===== src/common/wsc_consts.vh =====
`ifndef WSC_CONSTS_VH
`define WSC_CONSTS_VH
// register addresses on the internal register port
`define WSC_ADDR_INT_WAKE 7'h06
`define WSC_ADDR_EXT_WAKE 7'h07
`define WSC_ADDR_PULL 7'h08
`define WSC_ADDR_FILT 7'h09
// internal wake control fields
`define WSC_INT_T2_BIT 7
`define WSC_INT_T1_BIT 6
`define WSC_INT_WD_BIT 2
`define WSC_INT_WMASK 8'hC4
`define WSC_INT_RESTART_KEEP 8'hC0
// external wake control fields
`define WSC_EXT_GLOBAL_BIT 7
`define WSC_EXT_MEAS_BIT 5
`define WSC_EXT_WMASK 8'hA7
`define WSC_EXT_RESTART_KEEP 8'hA7
`define WSC_EXT_FAILSAFE_KEEP 8'hA0
`define WSC_EXT_FAILSAFE_SET 8'h07
// pull and filter registers
`define WSC_CFG_WMASK 8'h3F
`define WSC_CFG_RESTART_KEEP 8'h3F
// reset values
`define WSC_INT_RESET 8'h00
`define WSC_EXT_RESET 8'h07
`define WSC_CFG_RESET 8'h00
// filter codes
`define WSC_FLT_STATIC_SHORT 2'h0
`define WSC_FLT_STATIC_LONG 2'h1
`define WSC_FLT_CYCLIC_T1 2'h2
`define WSC_FLT_CYCLIC_T2 2'h3
// filter times and clock period in ns
`define WSC_CLK_PERIOD_NS 100
`define WSC_FLT_SHORT_NS 16000
`define WSC_FLT_LONG_NS 64000
`define WSC_FLT_SHORT_CYC ((`WSC_FLT_SHORT_NS + `WSC_CLK_PERIOD_NS - 1) / `WSC_CLK_PERIOD_NS)
`define WSC_FLT_LONG_CYC ((`WSC_FLT_LONG_NS + `WSC_CLK_PERIOD_NS - 1) / `WSC_CLK_PERIOD_NS)
`endif


===== src/core/wsc_wake_regs.v =====
// What this block does
// second timer wakes only while internal control bit 7 is one
// first timer wakes only while internal control bit 6 is one
// internal bit 2 deactivates stop-mode watchdog; device may set it itself
// reserved bits read zero; writes to them are ignored
// global bit zero: only wakes interrupt; one: any status bit interrupts
// measurement select makes inputs one and two ignore their wake enables
// measurement runs in normal mode; input one/two levels then ignored
// external bits 2,1,0 enable wake inputs three, two, one
// fail-safe entry forces external register to x0x0 0111
// power-on or soft reset: external 0x07, others zero
// restart keeps external bits 7,5,2,1,0 and clears the rest
// restart keeps timer wake enables, clears internal bits 5 to 0
// two-bit pull field per input: none, down, up, automatic
// filter code 00: static sensing, short filter time
// filter code 01: static sensing, long filter time
// filter code 10: cyclic sensing, short filter at first timer on-time end
// filter code 11: cyclic sensing, short filter at second timer on-time end
// host assigns the timer to a high-side switch before cyclic sensing
// restart keeps pull and filter bits 5:0, clears bits 7:6
// serial writes take effect when chip select returns high
// accepted change on enabled input sets wake status and interrupts
`include "wsc_consts.vh"
`default_nettype none

module wsc_wake_regs #(
  parameter SHORT_CYC = `WSC_FLT_SHORT_CYC,
  parameter LONG_CYC = `WSC_FLT_LONG_CYC
) (
  input wire clk,
  input wire nrst,
  input wire soft_reset,
  input wire restart,
  input wire failsafe_entry,
  input wire chip_select_low,
  input wire wr_en,
  input wire [6:0] wr_addr,
  input wire [7:0] wr_data,
  input wire [6:0] rd_addr,
  output reg [7:0] rd_data,
  input wire stop_watchdog_set,
  input wire stop_watchdog_clr,
  input wire normal_mode,
  input wire first_cyclic_timer_wake,
  input wire second_cyclic_timer_wake,
  input wire first_timer_on_end,
  input wire second_timer_on_end,
  input wire wake_input_one,
  input wire wake_input_two,
  input wire wake_input_three,
  input wire other_status_event,
  input wire status_clear,
  output reg [2:0] input_wake_status,
  output reg timer_wake_status,
  output reg [2:0] wake_level,
  output reg measurement_active,
  output reg stop_watchdog_off_high,
  output reg [5:0] pull_config,
  output reg int_out
);

  reg [7:0] int_wake_reg;
  reg [7:0] ext_wake_reg;
  reg [7:0] pull_reg;
  reg [7:0] filt_reg;
  reg pend_valid_reg;
  reg [6:0] pend_addr_reg;
  reg [7:0] pend_data_reg;
  reg cs_prev_reg;
  reg other_pend_reg;

  wire second_timer_wake_enable = int_wake_reg[`WSC_INT_T2_BIT];
  wire first_timer_wake_enable = int_wake_reg[`WSC_INT_T1_BIT];
  wire global_int = ext_wake_reg[`WSC_EXT_GLOBAL_BIT];
  wire measurement_select = ext_wake_reg[`WSC_EXT_MEAS_BIT];
  wire input_one_wake_enable = ext_wake_reg[0];
  wire input_two_wake_enable = ext_wake_reg[1];
  wire input_three_wake_enable = ext_wake_reg[2];
  wire cs_rise = chip_select_low & ~cs_prev_reg;
  wire commit = cs_rise & pend_valid_reg;
  wire [2:0] wake_in = {wake_input_three, wake_input_two, wake_input_one};
  wire [2:0] in_enable;
  wire [2:0] accepted;
  wire timer_wake;

  // measurement overrides enables of inputs one and two
  assign in_enable = {input_three_wake_enable,
                      input_two_wake_enable & ~measurement_select,
                      input_one_wake_enable & ~measurement_select};
  assign timer_wake = (second_cyclic_timer_wake & second_timer_wake_enable) |
                      (first_cyclic_timer_wake & first_timer_wake_enable);

  // hold written data until chip select rises
  always @(posedge clk) begin
    if (!nrst) begin
      cs_prev_reg <= 1'b1;
      pend_valid_reg <= 1'b0;
      pend_addr_reg <= 7'h00;
      pend_data_reg <= 8'h00;
    end else begin
      cs_prev_reg <= chip_select_low;
      if (wr_en) begin
        pend_valid_reg <= 1'b1;
        pend_addr_reg <= wr_addr;
        pend_data_reg <= wr_data;
      end else if (commit) begin
        pend_valid_reg <= 1'b0;
      end
    end
  end

  always @(posedge clk) begin
    if (!nrst || soft_reset) begin
      int_wake_reg <= `WSC_INT_RESET;
      ext_wake_reg <= `WSC_EXT_RESET;
      pull_reg <= `WSC_CFG_RESET;
      filt_reg <= `WSC_CFG_RESET;
    end else if (failsafe_entry) begin
      ext_wake_reg <= (ext_wake_reg & `WSC_EXT_FAILSAFE_KEEP) | `WSC_EXT_FAILSAFE_SET;
    end else if (restart) begin
      int_wake_reg <= int_wake_reg & `WSC_INT_RESTART_KEEP;
      ext_wake_reg <= ext_wake_reg & `WSC_EXT_RESTART_KEEP;
      pull_reg <= pull_reg & `WSC_CFG_RESTART_KEEP;
      filt_reg <= filt_reg & `WSC_CFG_RESTART_KEEP;
    end else begin
      if (commit) begin
        case (pend_addr_reg)
          `WSC_ADDR_INT_WAKE: int_wake_reg <= pend_data_reg & `WSC_INT_WMASK;
          `WSC_ADDR_EXT_WAKE: ext_wake_reg <= pend_data_reg & `WSC_EXT_WMASK;
          `WSC_ADDR_PULL: pull_reg <= pend_data_reg & `WSC_CFG_WMASK;
          `WSC_ADDR_FILT: filt_reg <= pend_data_reg & `WSC_CFG_WMASK;
          default: ;
        endcase
      end
      // device-side update of stop watchdog bit wins over a write
      if (stop_watchdog_set)
        int_wake_reg[`WSC_INT_WD_BIT] <= 1'b1;
      else if (stop_watchdog_clr)
        int_wake_reg[`WSC_INT_WD_BIT] <= 1'b0;
    end
  end

  always @* begin
    case (rd_addr)
      `WSC_ADDR_INT_WAKE: rd_data = int_wake_reg;
      `WSC_ADDR_EXT_WAKE: rd_data = ext_wake_reg;
      `WSC_ADDR_PULL: rd_data = pull_reg;
      `WSC_ADDR_FILT: rd_data = filt_reg;
      default: rd_data = 8'h00;
    endcase
  end

  always @(posedge clk) begin
    if (!nrst) begin
      measurement_active <= 1'b0;
      stop_watchdog_off_high <= 1'b0;
      pull_config <= 6'h00;
    end else begin
      measurement_active <= measurement_select & normal_mode;
      stop_watchdog_off_high <= int_wake_reg[`WSC_INT_WD_BIT];
      pull_config <= pull_reg[5:0];
    end
  end

  // per-input level filter
  genvar i;
  generate
    for (i = 0; i < 3; i = i + 1) begin : g_in
      reg [9:0] cnt_reg;
      reg level_reg;
      reg armed_reg;
      reg acc_reg;
      wire [1:0] code = filt_reg[2*i+1:2*i];
      wire [9:0] limit = (code == `WSC_FLT_STATIC_LONG) ? LONG_CYC[9:0] : SHORT_CYC[9:0];
      wire cyclic = code[1];
      wire window_end = (code == `WSC_FLT_CYCLIC_T1) ? first_timer_on_end :
                        second_timer_on_end;
      wire stable = (cnt_reg >= limit);
      always @(posedge clk) begin
        if (!nrst) begin
          cnt_reg <= 10'h000;
          level_reg <= 1'b0;
          armed_reg <= 1'b0;
          acc_reg <= 1'b0;
        end else begin
          acc_reg <= 1'b0;
          if (wake_in[i] == level_reg) begin
            cnt_reg <= 10'h000;
          end else if (!stable) begin
            cnt_reg <= cnt_reg + 10'h001;
          end
          if (!cyclic) begin
            armed_reg <= 1'b0;
            if (wake_in[i] != level_reg && stable) begin
              level_reg <= wake_in[i];
              acc_reg <= 1'b1;
              cnt_reg <= 10'h000;
            end
          end else begin
            // filter starts with the on-time end
            if (window_end) begin
              armed_reg <= 1'b1;
              cnt_reg <= 10'h000;
            end else if (armed_reg && wake_in[i] == level_reg) begin
              armed_reg <= 1'b0;
            end else if (armed_reg && stable) begin
              level_reg <= wake_in[i];
              acc_reg <= 1'b1;
              armed_reg <= 1'b0;
              cnt_reg <= 10'h000;
            end
          end
        end
      end
      assign accepted[i] = acc_reg & in_enable[i];
    end
  endgenerate

  always @(posedge clk) begin
    if (!nrst) begin
      input_wake_status <= 3'h0;
      timer_wake_status <= 1'b0;
      wake_level <= 3'h0;
      other_pend_reg <= 1'b0;
      int_out <= 1'b0;
    end else begin
      // new events win over a clear in the same cycle
      input_wake_status <= (status_clear ? 3'h0 : input_wake_status) | accepted;
      timer_wake_status <= (status_clear ? 1'b0 : timer_wake_status) | timer_wake;
      other_pend_reg <= (status_clear ? 1'b0 : other_pend_reg) | other_status_event;
      wake_level <= {g_in[2].level_reg,
                     g_in[1].level_reg & ~measurement_select,
                     g_in[0].level_reg & ~measurement_select};
      int_out <= (|accepted) | timer_wake | (global_int & other_status_event);
    end
  end

endmodule // wsc_wake_regs

`default_nettype wire


===== config.mk =====
export PLATFORM = sky130hd
export DESIGN_NAME = wsc_wake_regs
export DESIGN_NICKNAME = d
export VERILOG_FILES = /design/src/core/wsc_wake_regs.v
export VERILOG_INCLUDE_DIRS = /design/src /design/src/common
export SDC_FILE = /design/constraint.sdc
export NUM_CORES = 1
export LEC_CHECK = 0
export ABC_AREA = 1
export BUFFER_PORTS_ARGS = -buffer_cell sky130_fd_sc_hd__buf_2
export CAP_MARGIN = 30
export CORE_MARGIN = 10
export CORE_UTILIZATION = 50
export CTS_CLUSTER_SIZE = 12
export DETAILED_ROUTE_END_ITERATION = 12
export GPL_TIMING_DRIVEN = 0
export HOLD_SLACK_MARGIN = 0.05
export PLACE_DENSITY = 0.71
export RECOVER_POWER = 25
export SLEW_MARGIN = 20
export SYNTH_ARGS = -nofsm -noshare
export SYNTH_HDL_FRONTEND = slang
export SYNTH_SLANG_ARGS = --single-unit

===== constraint.sdc =====
create_clock -name clk -period 2 [get_ports clk]
set_input_delay 0 -clock clk [delete_from_list [all_inputs] [get_ports clk]]
set_output_delay 0 -clock clk [all_outputs]
set_load 0.02 [all_outputs]

==> results by group, run 1 <==
Timing
  • Slew @ Worst Pin: 0.497 ns
  • Final Max Tran Viols: 0
  • Final Critical Period: 1.86 ns
  • # setup viols final: 0
  • Relative max-transition margin: 66.9%
  • Fin crit share: 93.1%
  • Clock Skew: 0.00636 ns
  • Final hold vios: 0
  • Achievable Freq: 537 MHz

Clocking
  • Root Buffer Master: clkbuf_8
  • Max Root-Sink Buffers: 2
  • CTS tree: done
  • Clock-pin slew on the worst setup and hold paths: 0.09 ns
  • Num Clock Sinks: 92
  • Clock Latency Late Sink: 0.36 ns
  • Total CTS buffers: 9
  • H-tree Lvls: 3

Yosys
  • Synth warnings: 0
  • Distinct cells, synth: 38
  • Synth Cell Area: 4460 um^2
  • Synth top area share: 41.3%
  • Syn Area/Cell: 7.02 um^2
  • Synth area leader: dfxtp_1
  • Post-Syn Instances: 636
  • Synth Net Count: 689
  • Synth top area cells: dfxtp_1, nand2_1, inv_1
  • Yosys reg bits: 92
  • Sequential area share after synthesis: 41.3%

Floorplanning
  • Die H: 114 um
  • IO Count: 65
  • Die W: 114 um
  • Full die area: 13100 um^2
  • Initial core utilization: 51.2%
  • Cell row count: 34
  • Core area: 8720 um^2

Job
  • Max cap viols: 0

Cells and area
  • Post-layout util: 65.2%
  • Largest register FFs: 30
  • Most frequent cells in the layout: nand2_1, inv_1, dfxtp_1
  • Diodes inserted: 0
  • Final Cell Area: 5680 um^2
  • Total Nets Final: 810
  • Most common cell after layout, fill and taps aside: nand2_1
  • Layout cells sized above 1: 15.1%
  • P&R area growth vs syn: 27.3%

Setup path
  • Crit path DAT: 2.17 ns
  • Top delay family on crit path: buffers and inverters
  • CP Data Required Time: 2.31 ns
  • CP max-delay cell: dlygate4sd3_1
  • CP Capture Type: flip-flop
  • Critical Path Fanout Max: 5
  • Setup crit start kind: primary input
  • Reg2Reg Depth: 13
  • WP buf/inv: 4
  • Crit-path cells: dlygate4sd3_1 > buf_2 > nor2_1 > inv_1 > nor2_1 > a22oi_1 > a21oi_1 > dlygate4sd3_1
  • Crit Path Class: primary input to flip-flop
  • Instance count on the critical path: 8
  • Max incr delay on CP: 0.54 ns

Route
  • Iter 0 DRT Violations: 259
  • Total number of vias: 4350
  • Detailed Route WL: 11.6 mm
  • Wire per inst: 13.3 um
  • Post-DR vias/cell: 5.00
  • Routed Antenna Nets: 0
  • DRT Pass-1 Iters: 5
  • Drc violations: 0

GRT
  • First-pass GRT wire length: 19.1 mm
  • Antenna violations before repair: 0
  • Global-route usage over all layers: 17.5%
  • Largest net degree at the start of global routing: 17
  • Vias in the first global route: 4159
  • Remaining global-route overflow: 0

Pwr
  • Internal power: 2.82 mW
  • Net Sw Frac: 23.0%
  • Power per standard cell area: 644 nW/um^2
  • Peak VDD IR: 385 uV
  • P_leak: 2.44 nW
  • P_sw: 0.842 mW
  • Gate power share: 6.9%
  • Reg power frac: 51.5%
  • Clock share of power: 41.6%

Min path
  • Worst hold stages: 3
  • Worst Hold Class: primary input to flip-flop

Placement
  • IO buf count: 63
  • Post-DP Area: 4910 um^2
  • Dpl hpwl: 8.22 mm
  • Final Wtd Congestion: 0.857

Outcome
  • Status: finished clean
==> cells by family after synthesis <==
| kind of cell | Yosys count | share of synthesized area, % |
|---|---|---|
| xor+xnor | 23 | 4.51 |
| buf+inv | 112 | 9.98 |
| flops | 92 | 41.3 |
| fa+ha+maj | 12 | 3.36 |
| simple gates | 288 | 27.5 |
| compound gates | 109 | 13.4 |
==> cells in the mapped netlist <==
cell type	number
a211oi_1	7
a21oi_1	47
a22o_1	1
a22oi_1	1
a31oi_1	1
and2_1	1
and3_1	1
buf_1	2
buf_2	2
buf_4	2
buf_6	2
clkbuf_1	4
clkinv_1	1
dfxtp_1	92
ha_1	12
inv_1	96
inv_2	3
nand2_1	144
nand2_2	4
nand3_1	26
nand3_2	2
nand4_1	6
nand4_2	1
nor2_1	76
nor2_2	3
nor2_4	2
nor3_1	17
nor3_2	2
nor4_1	2
o2111ai_1	1
o211ai_1	4
o21a_1	2
o21ai_0	42
o21ai_1	1
o221ai_1	2
or2_2	1
xnor2_1	8
xor2_1	15
==> worst paths after layout <==
path / start / endpoint / slack, ns
setup reg to reg: filt_reg[1]$_SDFFE_PP0P_ / g_in[0].level_reg$_SDFFE_PN0P_ / 0.16
setup / recovery: soft_reset / int_wake_reg[2]$_SDFFE_PP0P_ / 0.14
hold reg to reg: pull_reg[5]$_SDFFE_PP0P_ / pull_config[5]$_SDFF_PN0_ / 0.43
hold / removal: nrst / g_in[1].armed_reg$_SDFFE_PN0P_ / 0.06
==> cell type report <==
| type | instances | area (um^2) |
|---|---|---|
| Fill cell | 775 | 3040 |
| Multi-Input combinational cell | 433 | 2260 |
| Sequential cell | 92 | 1840 |
| Timing Repair Buffer | 109 | 742 |
| Inverter | 100 | 375 |
| Tap cell | 108 | 135 |
| Clock buffer | 9 | 124 |
| Clock inverter | 7 | 124 |
| Buffer | 12 | 73.8 |
==> per-stage QoR <==
stage               cells  TNS (ns)  worst slack [ns]  power [mW]  hold slack [ns]
floorplan             636         0             0.281        2.03           0.0964
global route          870  -0.00466          -0.00466        3.79           0.0768
global placement      807    -0.207           -0.0342        2.11            0.194
detailed placement    807    -0.661           -0.0760        2.11            0.199
finish                870         0             0.138        3.66           0.0648
CTS                   858         0            0.0138        3.68           0.0570
==> power groups by stage <==
stage	Clock (mW)	Combinational, mW	Sequential (mW)
final	1.52	0.254	1.88
after global routing	1.62	0.288	1.89
after detailed placement	0	0.187	1.93
after floorplan	0	0.108	1.92
after global placement	0	0.181	1.92
after CTS	1.55	0.244	1.88
==> worst reg2reg max path: cells and delay by family, from the launching register on <==
family                     cells  cell delay, ns
buffers and inverters          3            0.27
adders and majority gates      1            0.30
AOI/OAI and AO/OA              1            0.19
DFF                            1            0.34
and+or+nand+nor                8            0.65
==> layer usage <==
| layer | track usage [%] | part of all wire, % | vias up |
|---|---|---|---|
| met1 | 21.5 | 45 | 2000 |
| met3 | 4.56 | 4.4 | 8 |
| met2 | 29.9 | 50 | 74 |
| met4 | 3.93 | 0.69 | 0 |
| li1 | - | - | 2268 |
| met5 | 0 | 0 | - |
==> what timing repair did <==
| item | 4_1_cts | 5_1_grt |
|---|---|---|
| buffers inserted | 0 | 11 |
| cloned | 0 | 1 |
| endpoints found under the setup margin | 17 | 39 |
| hold buffers | 35 | 0 |
| gates resized for setup | 3 | 19 |
| hold endpoints to repair | 40 | 0 |
| pin swaps | 0 | 5 |
Power figures use the tool's default switching activity.
==> inputs of run 2 (changes only) <==
- CORE_UTILIZATION: 50 -> 30
- PLACE_DENSITY: 0.71 -> default
==> results by group, run 2 (synthesis gave the netlist of run 1 again) <==
Route
  • Total number of vias: 4290 (was 4350)
  • Detailed Route WL: 11.9 mm (was 11.6 mm)
  • Wire per inst: 12.5 um (was 13.3 um)
  • Post-DR vias/cell: 4.52 (was 5.00)
  • Drc violations: 0 (unchanged)
  • DRT Pass-1 Iters: 4 (was 5)
  • Iter 0 DRT Violations: 271 (was 259)
  • Routed Antenna Nets: 0 (unchanged)

Timing
  • Fin crit share: 91.1% (was 93.1%)
  • Relative max-transition margin: 59.0% (was 66.9%)
  • Sum of negative setup slack: 0 ns (unchanged)
  • Clock Skew: 0.00891 ns (was 0.00636 ns)
  • # setup viols final: 0 (unchanged)
  • Slew @ Worst Pin: 0.616 ns (was 0.497 ns)
  • Achievable Freq: 549 MHz (was 537 MHz)
  • Final Max Tran Viols: 0 (unchanged)
  • Final hold vios: 0 (unchanged)
  • Final Critical Period: 1.82 ns (was 1.86 ns)

Setup path
  • Worst R2R Setup Slack: 0.18 ns (was 0.16 ns)
  • Crit path DAT: 2.06 ns (was 2.17 ns)
  • Worst r2r dst: g_in[2].cnt_reg[8]$_SDFF_PN0_ (was g_in[0].level_reg$_SDFFE_PN0P_)
  • WP buf/inv: 2 (was 4)
  • Reg2Reg Depth: 14 (was 13)
  • CP Data Required Time: 2.24 ns (was 2.31 ns)
  • Top delay family on crit path: simple AND/OR/NAND/NOR gates (was buffers and inverters)
  • Instance count on the critical path: 14 (was 8)
  • Worst Setup EP: g_in[2].cnt_reg[8]$_SDFF_PN0_ (was int_wake_reg[2]$_SDFFE_PP0P_)
  • Max incr delay on CP: 0.32 ns (was 0.54 ns)
  • Setup crit start kind: flip-flop (was primary input)
  • CP max-delay cell: dfxtp_1 (was dlygate4sd3_1)
  • CP most frequent cell: nand2_1
  • R2r startpoint: filt_reg[5]$_SDFFE_PP0P_ (was filt_reg[1]$_SDFFE_PP0P_)
  • Critical Path Fanout Max: 8 (was 5)
  • Setup crit start: filt_reg[5]$_SDFFE_PP0P_ (was soft_reset)
  • Crit-path cells: inv_2 > nand2_1 > ha_1 > inv_2 > nor2_4 > nand2_1 > nor2_1 > nor2_2 > nand2_4 > nand2_1 > nand2_1 > nand2_2 > nand3_4 > nor2_1 (was dlygate4sd3_1 > buf_2 > nor2_1 > inv_1 > nor2_1 > a22oi_1 > a21oi_1 > dlygate4sd3_1)
  • Crit Path Class: flip-flop to flip-flop (was primary input to flip-flop)
  • CP Capture Type: flip-flop (unchanged)

GRT
  • Global-route usage over all layers: 11.7% (was 17.5%)
  • Remaining global-route overflow: 0 (unchanged)
  • First-pass GRT wire length: 19.5 mm (was 19.1 mm)
  • Antenna violations before repair: 0 (unchanged)
  • Largest net degree at the start of global routing: 16 (was 17)
  • Vias in the first global route: 4121 (was 4159)

Placement
  • Final Wtd Congestion: 0.844 (was 0.857)
  • Post-DP Area: 5010 um^2 (was 4910 um^2)
  • IO buf count: 63 (unchanged)
  • Dpl hpwl: 8.61 mm (was 8.22 mm)

Clocking
  • Clock-pin slew on the worst setup and hold paths: 0.07 ns (was 0.09 ns)
  • Max Root-Sink Buffers: 2 (unchanged)
  • Clock Latency Late Sink: 0.34 ns (was 0.36 ns)
  • CTS tree: done (unchanged)
  • Total CTS buffers: 9 (unchanged)
  • Root Buffer Master: clkbuf_16 (was clkbuf_8)
  • Num Clock Sinks: 92 (unchanged)
  • H-tree Lvls: 3 (unchanged)

Floorplanning
  • Full die area: 20200 um^2 (was 13100 um^2)
  • Initial core utilization: 30.7% (was 51.2%)
  • Die H: 142 um (was 114 um)
  • Core area: 14500 um^2 (was 8720 um^2)
  • Cell row count: 44 (was 34)
  • IO Count: 65 (unchanged)
  • Die W: 142 um (was 114 um)

Cells and area
  • P&R area growth vs syn: 30.8% (was 27.3%)
  • Diodes inserted: 0 (unchanged)
  • Most frequent cells in the layout: nand2_1, dfxtp_1, inv_1 (was nand2_1, inv_1, dfxtp_1)
  • Fillers: 1548 (was 775)
  • Total Nets Final: 814 (was 810)
  • Final Cell Area: 5840 um^2 (was 5680 um^2)
  • Layout cells sized above 1: 14.5% (was 15.1%)
  • Largest register FFs: 30 (unchanged)
  • Most common cell after layout, fill and taps aside: nand2_1 (unchanged)

Min path
  • Worst Hold Class: primary input to flip-flop (unchanged)
  • Hold Path Origin: second_cyclic_timer_wake (was nrst)

Pwr
  • Total power: 3.88 mW (was 3.66 mW)
  • P_leak: 2.47 nW (was 2.44 nW)
  • Power per standard cell area: 665 nW/um^2 (was 644 nW/um^2)
  • Peak VDD IR: 469 uV (was 385 uV)

Outcome
  • Status: finished clean (unchanged)

Job
  • Max cap viols: 0 (unchanged)
==> run 2: cell count changes in the layout (fill, tap and decap cells not counted), moves of 2 or more <==
cell           change
buf_2              +2
buf_4              -2
bufinv_16          -2
clkbuf_16          +9
clkbuf_8           -8
clkinv_4           -2
dlygate4sd3_1      +5
inv_1              -2
inv_2              +2
nor2_1             +2
nor2_2             -3
==> run 2: area by class of cell <==
class                           count  area, um^2  area share (%)
Multi-Input combinational cell    433        2250            38.6
Sequential cell                    92        1840            31.5
Timing Repair Buffer              113         771            13.2
Inverter                          100         375            6.43
Clock buffer                       10         239            4.09
Tap cell                          184         230            3.94
Buffer                             12        70.1            1.20
Clock inverter                      5        60.1            1.03
==> run 2: per-layer routing <==
metal  vias up  share of wire (%)  track usage (%)
li1       2283                  -                -
met1      1900                 48             14.6
met2        93                 46             18.7
met3        14                4.9             3.97
met4         0                1.5             3.34
met5         -                  0                0
==> run 2: power by group <==
group          internal [mW]  switching [mW]
registers               1.86          0.0221
logic                  0.126           0.134
clock network           1.00           0.735
==> run 2: worst min-delay path by stage <==
stage                                                to  cells after the start
after global placement           cs_prev_reg$_SDFF_PN1_                      3
after detailed placement         cs_prev_reg$_SDFF_PN1_                      3
after global routing       timer_wake_status$_SDFF_PN0_                      4
final                      timer_wake_status$_SDFF_PN0_                      4
after CTS                 g_in[2].cnt_reg[9]$_SDFF_PN0_                      3
after floorplan                  cs_prev_reg$_SDFF_PN1_                      2
==> run 2: through the flow <==
step / instances / worst slack, ns / util, % / hold slack [ns]
floorplan: 636 / 0.281 / - / 0.0964
global placement: 883 / -0.0833 / 34.5 / 0.191
detailed placement: 883 / -0.0760 / 34.5 / 0.208
CTS: 936 / 0.0134 / 39.2 / 0.0645
global route: 949 / -0.0545 / 40.2 / 0.0833
finish: 949 / 0.177 / 40.2 / 0.0685
==> run 2: what timing repair did <==
item | CTS | global route
endpoints found under the hold margin | 33 | 5
hold buffers | 38 | 2
cloned | 0 | 2
pin swaps | 0 | 4
endpoints found under the setup margin | 11 | 39
resized for setup | 2 | 19
buffers inserted | 0 | 9
==> run 2: worst min-delay path: cells and delay by family <==
| kind | cells | cell delay, ns |
|---|---|---|
| compound gates | 2 | 0.25 |
| buf+inv | 2 | 0.12 |
